### src/hw/valve_map.svh
// What this block does
// Control source 0 follows the position register; 1 follows the local inputs.
// On/off unit under register control: 0-49 closes fully, 50-100 opens fully.
// Positioning unit, local: input mode 0 is 1-5 V, 1 is 4-20 mA.
// On/off unit, local: input mode 0 is dual contact, 1 is single contact.
// Writing 1 to the calibrate trigger strokes open, closed, then back to command.
// Local calibration gesture counts only if finished within 15 s of power-on.
// Dual contact in window: open side arms silently, close side runs calibration.
// Single contact in window: closing arms silently, opening runs calibration.
// Analog in window: full scale arms silently, low scale runs calibration.
// Analog command scales linearly: low end point closed, high end point open.
// Writing 1 to the zero capture stores the analog value as 0 percent.
// Writing 1 to the span capture stores the analog value as 100 percent.
// Positioning unit under register control takes the position as percent travel.
// Dual contact: open-side contact opens the valve, close-side contact closes it.
// Single contact: closed contact opens the valve, open contact closes it.
// Unreachable target stops motor and flags stall; retry after change beyond deadband.
// Analog value register shows the input, zero when the input is not valid.
// Calibration data survives control method changes without recalibration.
// Serial link defaults to 9600 baud even parity; master matches it. The framing is outside this block; words arrive decoded.
// Trigger registers self-clear; each write of 1 starts exactly one action. A calibrate write during a stroke starts none here.
`ifndef VALVE_MAP_SVH
`define VALVE_MAP_SVH

`define REG_POSITION_COMMAND 16'h9C41
`define REG_CALIBRATE_TRIGGER 16'h9C43
`define REG_ANALOG_ZERO_CAPTURE 16'h9C44
`define REG_ANALOG_SPAN_CAPTURE 16'h9C45
`define REG_ANALOG_INPUT_VALUE 16'h9C59
`define REG_CONTROL_SOURCE_SELECT 16'h9C62
`define REG_MOTION_DEADBAND 16'h9C64
`define REG_INPUT_MODE_SELECT 16'h9C6B

`define SEL_BIT 0
`define TRIGGER_VALUE 16'h0001
`define POSITION_RST 16'h0000
`define SOURCE_RST 1'b0
`define MODE_RST 1'b0
`define DEADBAND_RST 16'h0002
`define ZERO_RST 16'h0000
`define SPAN_RST 16'hFFFF

`define PCT_FULL 7'h64
`define PCT_HALF 7'h32
`define CLK_HZ 125000000
`define WINDOW_TIME_S 15
`define STALL_TIME_MS 1000
`define WINDOW_CYCLES (`WINDOW_TIME_S * `CLK_HZ)
`define STALL_CYCLES (`STALL_TIME_MS * (`CLK_HZ / 1000))

`endif

### src/hw/valve_pkg.sv
package valve_pkg;
    typedef enum logic [1:0] {
        CAL_IDLE = 2'b00,
        CAL_OPEN = 2'b01,
        CAL_CLOSE = 2'b10
    } cal_state_e;

    typedef enum logic [1:0] {
        GEST_WAIT = 2'b00,
        GEST_ARMED = 2'b01,
        GEST_DONE = 2'b10
    } gesture_e;
endpackage

### src/hw/valve_actuator_command_control.sv
`timescale 1ns/1ps
`include "valve_map.svh"

module valve_actuator_command_control import valve_pkg::*; #(
    parameter int unsigned WINDOW_CYCLES = `WINDOW_CYCLES,
    parameter int unsigned STALL_CYCLES = `STALL_CYCLES,
    parameter logic [15:0] POS_TOL = 16'h0004,
    parameter logic [15:0] V_LOW = 16'h0CCC,
    parameter logic [15:0] V_FULL = 16'h3FFF,
    parameter logic [15:0] I_LOW = 16'h0CCC,
    parameter logic [15:0] I_FULL = 16'h3FFF
) (
    input wire logic clk_sys_i,
    input wire logic resetn_i,
    input wire logic reg_wr_i,
    input wire logic reg_rd_i,
    input wire logic [15:0] reg_addr_i,
    input wire logic [15:0] reg_wdata_i,
    input wire logic onoff_unit_i,
    input wire logic open_contact_i,
    input wire logic close_contact_i,
    input wire logic [15:0] analog_value_i,
    input wire logic analog_valid_i,
    input wire logic [15:0] travel_i,
    input wire logic open_stop_i,
    input wire logic close_stop_i,
    output logic [15:0] reg_rdata_o,
    output logic reg_rvalid_o,
    output logic motor_open_o,
    output logic motor_close_o,
    output logic stall_fault_o,
    output logic calibrating_o
);
    ////////////////////////////////////////////////////////////////////////
    // Reset release through two flip-flops
    logic [1:0] rst_sync;
    logic rst_n;
    always_ff @(posedge clk_sys_i or negedge resetn_i) begin
        if (!resetn_i) begin
            rst_sync <= 2'b00;
        end else begin
            rst_sync <= {rst_sync[0], 1'b1};
        end
    end
    assign rst_n = rst_sync[1];

    ////////////////////////////////////////////////////////////////////////
    // Register file
    logic [15:0] position_command, motion_deadband, zero_point, span_point;
    logic control_source_select, input_mode_select;
    logic [15:0] next_position_command, next_motion_deadband, next_zero_point, next_span_point;
    logic next_control_source_select, next_input_mode_select;
    logic [15:0] next_rdata;
    logic cal_req, wr_one;
    logic [15:0] analog_seen;

    // Words arrive decoded; 9600 baud even-parity framing sits outside
    // Invalid input reads as zero so software can spot a dead loop
    assign analog_seen = analog_valid_i ? analog_value_i : 16'h0000;
    assign wr_one = reg_wr_i && (reg_wdata_i == `TRIGGER_VALUE);

    always_comb begin
        next_position_command = position_command;
        next_motion_deadband = motion_deadband;
        next_control_source_select = control_source_select;
        next_input_mode_select = input_mode_select;
        next_zero_point = zero_point;
        next_span_point = span_point;
        cal_req = 1'b0;
        if (reg_wr_i) begin
            case (reg_addr_i)
                `REG_POSITION_COMMAND: next_position_command = reg_wdata_i;
                `REG_CONTROL_SOURCE_SELECT: begin
                    next_control_source_select = reg_wdata_i[`SEL_BIT];
                end
                `REG_MOTION_DEADBAND: next_motion_deadband = reg_wdata_i;
                `REG_INPUT_MODE_SELECT: next_input_mode_select = reg_wdata_i[`SEL_BIT];
                default: ;
            endcase
        end
        // Triggers hold no state: one write of 1 is one action; a calibrate write mid-stroke is dropped
        if (wr_one && reg_addr_i == `REG_CALIBRATE_TRIGGER) begin
            cal_req = 1'b1;
        end
        if (wr_one && reg_addr_i == `REG_ANALOG_ZERO_CAPTURE) begin
            next_zero_point = analog_seen;
        end
        if (wr_one && reg_addr_i == `REG_ANALOG_SPAN_CAPTURE) begin
            next_span_point = analog_seen;
        end
        case (reg_addr_i)
            `REG_POSITION_COMMAND: next_rdata = position_command;
            `REG_ANALOG_INPUT_VALUE: next_rdata = analog_seen;
            `REG_CONTROL_SOURCE_SELECT: next_rdata = {15'h0000, control_source_select};
            `REG_MOTION_DEADBAND: next_rdata = motion_deadband;
            `REG_INPUT_MODE_SELECT: next_rdata = {15'h0000, input_mode_select};
            default: next_rdata = 16'h0000;
        endcase
    end

    always_ff @(posedge clk_sys_i or negedge rst_n) begin
        if (!rst_n) begin
            position_command <= `POSITION_RST;
            motion_deadband <= `DEADBAND_RST;
            control_source_select <= `SOURCE_RST;
            input_mode_select <= `MODE_RST;
            zero_point <= `ZERO_RST;
            span_point <= `SPAN_RST;
            reg_rdata_o <= 16'h0000;
            reg_rvalid_o <= 1'b0;
        end else begin
            position_command <= next_position_command;
            motion_deadband <= next_motion_deadband;
            control_source_select <= next_control_source_select;
            input_mode_select <= next_input_mode_select;
            zero_point <= next_zero_point;
            span_point <= next_span_point;
            reg_rdata_o <= reg_rd_i ? next_rdata : 16'h0000;
            reg_rvalid_o <= reg_rd_i;
        end
    end

    ////////////////////////////////////////////////////////////////////////
    // Command selection, result in percent travel
    logic [6:0] cmd_pct, next_contact_pct, contact_pct, reg_pct, analog_pct;
    logic [15:0] a_num, a_den;
    logic [22:0] a_scaled;

    // Span below zero point reads as no range and commands closed
    always_comb begin
        a_num = (analog_seen > zero_point) ? analog_seen - zero_point : 16'h0000;
        a_den = (span_point > zero_point) ? span_point - zero_point : 16'h0000;
        if (a_den == 16'h0000) begin
            a_scaled = 23'h000000;
        end else begin
            a_scaled = 23'(({7'h00, a_num} * 23'(`PCT_FULL)) / {7'h00, a_den});
        end
        analog_pct = (a_scaled > 23'(`PCT_FULL)) ? `PCT_FULL : a_scaled[6:0];
        // Positioning units read the register as percent, clamped at full open
        if (position_command > 16'(`PCT_FULL)) begin
            reg_pct = `PCT_FULL;
        end else begin
            reg_pct = position_command[6:0];
        end
        if (onoff_unit_i) begin
            reg_pct = (position_command < 16'(`PCT_HALF)) ? 7'h00 : `PCT_FULL;
        end
        next_contact_pct = contact_pct;
        if (input_mode_select) begin
            next_contact_pct = open_contact_i ? `PCT_FULL : 7'h00;
        end else if (open_contact_i && !close_contact_i) begin
            next_contact_pct = `PCT_FULL;
        end else if (close_contact_i && !open_contact_i) begin
            next_contact_pct = 7'h00;
        end
        if (!control_source_select) begin
            cmd_pct = reg_pct;
        end else if (onoff_unit_i) begin
            cmd_pct = contact_pct;
        end else begin
            cmd_pct = analog_pct;
        end
    end

    ////////////////////////////////////////////////////////////////////////
    // Power-on gesture detection
    gesture_e gesture, next_gesture;
    logic [31:0] window_cnt, next_window_cnt;
    logic in_window, arm_cond, fire_cond, gesture_fire;
    logic [15:0] low_lvl, full_lvl;

    // The window runs once per reset release and never restarts
    assign in_window = window_cnt < WINDOW_CYCLES;
    assign low_lvl = input_mode_select ? I_LOW : V_LOW;
    assign full_lvl = input_mode_select ? I_FULL : V_FULL;

    always_comb begin
        if (onoff_unit_i && !input_mode_select) begin
            arm_cond = open_contact_i;
            fire_cond = close_contact_i;
        end else if (onoff_unit_i) begin
            arm_cond = open_contact_i;
            fire_cond = !open_contact_i;
        end else begin
            arm_cond = analog_valid_i && analog_value_i >= full_lvl;
            fire_cond = analog_valid_i && analog_value_i <= low_lvl;
        end
        next_window_cnt = in_window ? window_cnt + 32'h00000001 : window_cnt;
        next_gesture = gesture;
        gesture_fire = 1'b0;
        case (gesture)
            GEST_WAIT: begin
                if (in_window && control_source_select && arm_cond) begin
                    next_gesture = GEST_ARMED;
                end
            end
            GEST_ARMED: begin
                if (!in_window) begin
                    next_gesture = GEST_DONE;
                end else if (fire_cond) begin
                    next_gesture = GEST_DONE;
                    gesture_fire = 1'b1;
                end
            end
            GEST_DONE: next_gesture = GEST_DONE;
            default: next_gesture = GEST_DONE;
        endcase
    end

    always_ff @(posedge clk_sys_i or negedge rst_n) begin
        if (!rst_n) begin
            gesture <= GEST_WAIT;
            window_cnt <= 32'h00000000;
            contact_pct <= 7'h00;
        end else begin
            gesture <= next_gesture;
            window_cnt <= next_window_cnt;
            contact_pct <= next_contact_pct;
        end
    end

    ////////////////////////////////////////////////////////////////////////
    // Calibration stroke, stall supervision and motor drive
    cal_state_e cal, next_cal;
    logic [15:0] open_end, close_end, next_open_end, next_close_end;
    logic [15:0] target, last_travel, next_last_travel;
    logic [22:0] tgt_off;
    logic [31:0] stall_cnt, next_stall_cnt;
    logic [6:0] stall_pct, next_stall_pct, pct_diff;
    logic next_stall, next_open, next_close, next_calibrating, hold;

    // End points are only rewritten by a stroke, never by a mode change
    always_comb begin
        tgt_off = 23'(({7'h00, (open_end > close_end) ? open_end - close_end : 16'h0000} *
                  {16'h0000, cmd_pct}) / 23'(`PCT_FULL));
        target = close_end + tgt_off[15:0];
        pct_diff = (cmd_pct > stall_pct) ? cmd_pct - stall_pct : stall_pct - cmd_pct;
        hold = gesture == GEST_ARMED;
        next_cal = cal;
        next_open_end = open_end;
        next_close_end = close_end;
        next_open = 1'b0;
        next_close = 1'b0;
        next_stall = stall_fault_o;
        next_stall_pct = stall_pct;
        next_last_travel = travel_i;
        next_stall_cnt = 32'h00000000;
        case (cal)
            CAL_IDLE: begin
                if (cal_req || gesture_fire) begin
                    next_cal = CAL_OPEN;
                    next_stall = 1'b0;
                end else if (stall_fault_o) begin
                    // Motor stays off until the demand moves past the deadband
                    if ({9'h000, pct_diff} > motion_deadband) begin
                        next_stall = 1'b0;
                    end
                end else if (!hold) begin
                    // One bit wider so a target near full scale cannot wrap into a close
                    next_open = 17'(travel_i) + 17'(POS_TOL) < 17'(target);
                    next_close = 17'(travel_i) > 17'(target) + 17'(POS_TOL);
                    if ((next_open || next_close) && travel_i == last_travel) begin
                        next_stall_cnt = stall_cnt + 32'h00000001;
                    end
                    if (stall_cnt >= STALL_CYCLES - 1) begin
                        next_open = 1'b0;
                        next_close = 1'b0;
                        next_stall = 1'b1;
                        next_stall_pct = cmd_pct;
                    end
                end
            end
            CAL_OPEN: begin
                next_open = !open_stop_i;
                if (open_stop_i) begin
                    next_open_end = travel_i;
                    next_cal = CAL_CLOSE;
                end
            end
            CAL_CLOSE: begin
                next_close = !close_stop_i;
                if (close_stop_i) begin
                    next_close_end = travel_i;
                    next_cal = CAL_IDLE;
                end
            end
            default: next_cal = CAL_IDLE;
        endcase
        next_calibrating = next_cal != CAL_IDLE;
    end

    always_ff @(posedge clk_sys_i or negedge rst_n) begin
        if (!rst_n) begin
            cal <= CAL_IDLE;
            open_end <= 16'hFFFF;
            close_end <= 16'h0000;
            stall_cnt <= 32'h00000000;
            stall_pct <= 7'h00;
            last_travel <= 16'h0000;
            stall_fault_o <= 1'b0;
            motor_open_o <= 1'b0;
            motor_close_o <= 1'b0;
            calibrating_o <= 1'b0;
        end else begin
            cal <= next_cal;
            open_end <= next_open_end;
            close_end <= next_close_end;
            stall_cnt <= next_stall_cnt;
            stall_pct <= next_stall_pct;
            last_travel <= next_last_travel;
            stall_fault_o <= next_stall;
            motor_open_o <= next_open;
            motor_close_o <= next_close;
            calibrating_o <= next_calibrating;
        end
    end
endmodule

### config.mk
export PLATFORM = sky130hd
export DESIGN_NAME = valve_actuator_command_control
export DESIGN_NICKNAME = d
export VERILOG_FILES = /design/src/hw/valve_pkg.sv /design/src/hw/valve_actuator_command_control.sv
export VERILOG_INCLUDE_DIRS = /design/src /design/src/hw
export SDC_FILE = /design/constraint.sdc
export NUM_CORES = 2
export LEC_CHECK = 0
export BUFFER_PORTS_ARGS = -buffer_cell sky130_fd_sc_hd__buf_2
export CORE_MARGIN = 1.5
export CORE_UTILIZATION = 25
export DETAILED_ROUTE_END_ITERATION = 6
export PLACE_DENSITY = 0.46
export SLEW_MARGIN = 10
export SYNTH_ARGS = -nofsm -noshare
export SYNTH_HDL_FRONTEND = slang
export SYNTH_SLANG_ARGS = --single-unit
### constraint.sdc
create_clock -name clk_sys_i -period 7.5 [get_ports clk_sys_i]
set_input_delay 1.125 -clock clk_sys_i [delete_from_list [all_inputs] [get_ports clk_sys_i]]
set_output_delay 1.125 -clock clk_sys_i [all_outputs]
set_load 0.02 [all_outputs]
==> impl_metrics.toml <==
[outcome]
status = "finished, violations left"
violations = "negative setup slack"

[floorplan]
die_w_um = 406
std_cell_rows = 147
initial_utilization = 0.252
io_pins = 95
dieArea_sq_um = 165000
core_region_area_sq_um = 161000
chipHeight_um = 406

[synthesis]
syn_nets = 5870
ys.flop_type = "dfrtp_1"
yosys.area.top_type = "ha_1"
synth-seq-cells = 213
synth.area.top_cells = "ha_1 14%, dfrtp_1 11%, xnor2_1 5.5%"
synth.top_cell.area_share = 0.142
seq_area_frac_synth = 0.132
yosys_warnings = 0
syn_area_sq_um = 40600
syn_inst = 5249
synthTopCellsByCount = "515 x nand2_1, 479 x nor2_1, 460 x ha_1, 328 x a21oi_1, 307 x inv_1"
async_flop_share = 1.00
synth_cell_types = 151
synth-edff-count = 0
syn_avg_cell_area_sq_um = 7.74
yosysMostFrequentCell = "nand2_1"

[timing]
fin_skew_ps = 13.3
slew_headroom = 0.261
worst_pin_slew_ps = 1110
fin_crit_ps = 78410
finalHoldViolCount = 0
fmax_ghz = 0.0128
rsz0062_at_grt = "true"
setup_slack_ps = -70910
slew_viol_final = 0
hold_ws_ps = 359
finalSetupViolations = 42
min_period_over_period = 10.5

[cts]
path_clk_slew_ps = 60
cts_buffers = 25
cts_sinks = 213
cts_tree = "built"
htree_levels = 1
cts_root_buffer = "clkbuf_16"
hold_buffers = 0
cts_buffer_depth = 3
clk_latency_ps = 540

[place]
gp_congestion = 0.918
dp_hpwl_um = 132000
port_buffers = 94

[worst_setup_path]
endpoint = "stall_cnt[25]$_DFF_PN0_"
slowest_stage = "fa_1"
r2r_slack_ps = -70570
worstPathRequired_ps = 7960
crit_type = "in2reg"
slowest_delay_ps = 550
worstPathArrival_ps = 78880
cpMostUsedCell = "buf_4"
crit_fanout = 9
cp-startpoint = "analog_value_i[1]"
r2r_start = "zero_point[2]$_DFFE_PN0P_"
start_kind = "primary input"
r2r_end = "stall_cnt[25]$_DFF_PN0_"
r2r_cells = 502
worstSetupEndpointType = "flip-flop"

[detailed_routing]
drcViolationCount = 0
drtPass1Iterations = 7
vias = 48094
viasPerCell = 4.87
wl_um = 165000
antenna_left = 0
first_iter_violations = 2878
wl_per_cell_um = 16.7

[hold_path]
worstHoldPathType = "in2async"

[cells_and_area]
area_delta_synth_final_pct = 62.2
drive_gt1_frac = 0.441
insertedDiodeCount = 0
nNetsFinal = 8308
fillers = 16372

[grt]
grt_max_degree = 148
grt_pass1_wl_um = 260000
track_usage = 0.194
grt_pass1_vias = 48126
grt-ovfl-total = 0
antenna_found_initial = 10

[run]
drv_cap = 0
logic make-up (layout without fill, tap and decap cells):
group | count (synthesis) | count (layout) | share of synthesized area
simple gates | 1938 | 1939 | 0.235
fa+ha+maj | 553 | 553 | 0.186
buf+inv | 433 | 2889 | 0.0454
other cells | 1 | 1 | 0.0000923
mux | 182 | 182 | 0.0492
compound gates | 1506 | 1506 | 0.259
xor+xnor | 423 | 423 | 0.0925
flops | 213 | 213 | 0.132
state kept, by name, summed over array words and instances (netlist names), 2 cells and up:
signal and cells:
stall_cnt 32, gesture 2, position_command 16, open_end 16
rst_sync 2, stall_pct 7, last_travel 16, zero_point 16
window_cnt 32, motion_deadband 16, span_point 16, close_end 16
reg_rdata_o 16, cal 2
cell type report:
type / instances / area (sq um) / area share
multi-input combinational: 4604 / 36700 / 0.558
clock inverter: 11 / 120 / 0.00182
clock buffer: 35 / 693 / 0.0105
inverter: 312 / 1180 / 0.0180
sequential: 213 / 5380 / 0.0816
tap: 2160 / 2700 / 0.0410
timing repair buffer: 2531 / 19100 / 0.290
routing by layer:
layer,global-route usage,part of all wire,routed length [um],vias to the layer above
met3,0.0144,0.040,6580,172
met2,0.329,0.46,76300,878
met4,0.0317,0.017,2880,4
li1,-,-,-,24142
met1,0.271,0.48,78900,22898
met5,0,0.00011,18,-
per-stage QoR:
| stage | instance area, sq um | std cells | worst slack [ps] | utilization | TNS (ps) |
|---|---|---|---|---|---|
| after CTS | 64500 | 9796 | -69510 | 0.401 | -2757550 |
| after global routing | 65900 | 9866 | -74950 | 0.409 | -2975160 |
| after floorplan | 42100 | 5249 | -71450 | - | -2838510 |
| final | 65900 | 9866 | -70910 | 0.409 | -2813710 |
| after detailed placement | 59400 | 9377 | -74040 | 0.369 | -2939890 |
| after global placement | 59400 | 9377 | -72850 | 0.369 | -2893100 |
layout by cell type (no fill, tap or decap), drive strengths merged, types with 109 or more instances in the layout:
master | synthesis | layout
nand2b | 109 | 109
o21ai | 318 | 318
ha | 460 | 460
nand3 | 156 | 156
inv | 310 | 310
a21o | 162 | 162
nor3 | 163 | 163
nand2 | 517 | 518
buf | 42 | 2529
a21oi | 332 | 332
xnor2 | 260 | 260
o21a | 121 | 121
dfrtp | 180 | 180
nor2 | 481 | 481
mux2 | 138 | 138
xor2 | 162 | 162
worst min path at each step:
stage | from | endpoint | slack, ps
after floorplan | rst_sync[0]$_DFF_PN0_ | rst_sync[1]$_DFF_PN0_ | 330
final | resetn_i | rst_sync[1]$_DFF_PN0_ | 360
after global placement | rst_sync[0]$_DFF_PN0_ | rst_sync[1]$_DFF_PN0_ | 340
after global routing | resetn_i | rst_sync[1]$_DFF_PN0_ | 340
after detailed placement | rst_sync[0]$_DFF_PN0_ | rst_sync[1]$_DFF_PN0_ | 340
after CTS | resetn_i | rst_sync[1]$_DFF_PN0_ | 330
repair_timing:
action | 4_1_cts | 5_1_grt
endpoints found under the setup margin | 42 | 42
resized for setup | 330 | 163
buffers inserted | 371 | 69
pin swaps | 288 | 156
gates cloned | 3 | 1
critical path, delay by kind of cell:
family | cells | cell delay [ps]
multiplexers | 6 | 1470
buffers and inverters | 153 | 18720
AO/OA/AOI/OAI | 181 | 31130
AND/OR/NAND/NOR | 117 | 14350
adder cells (fa/ha/maj) | 33 | 9730
XOR/XNOR | 14 | 2190
Power is not shown: default switching activity piles up to over one toggle a cycle in this logic, so the estimate is an artifact.
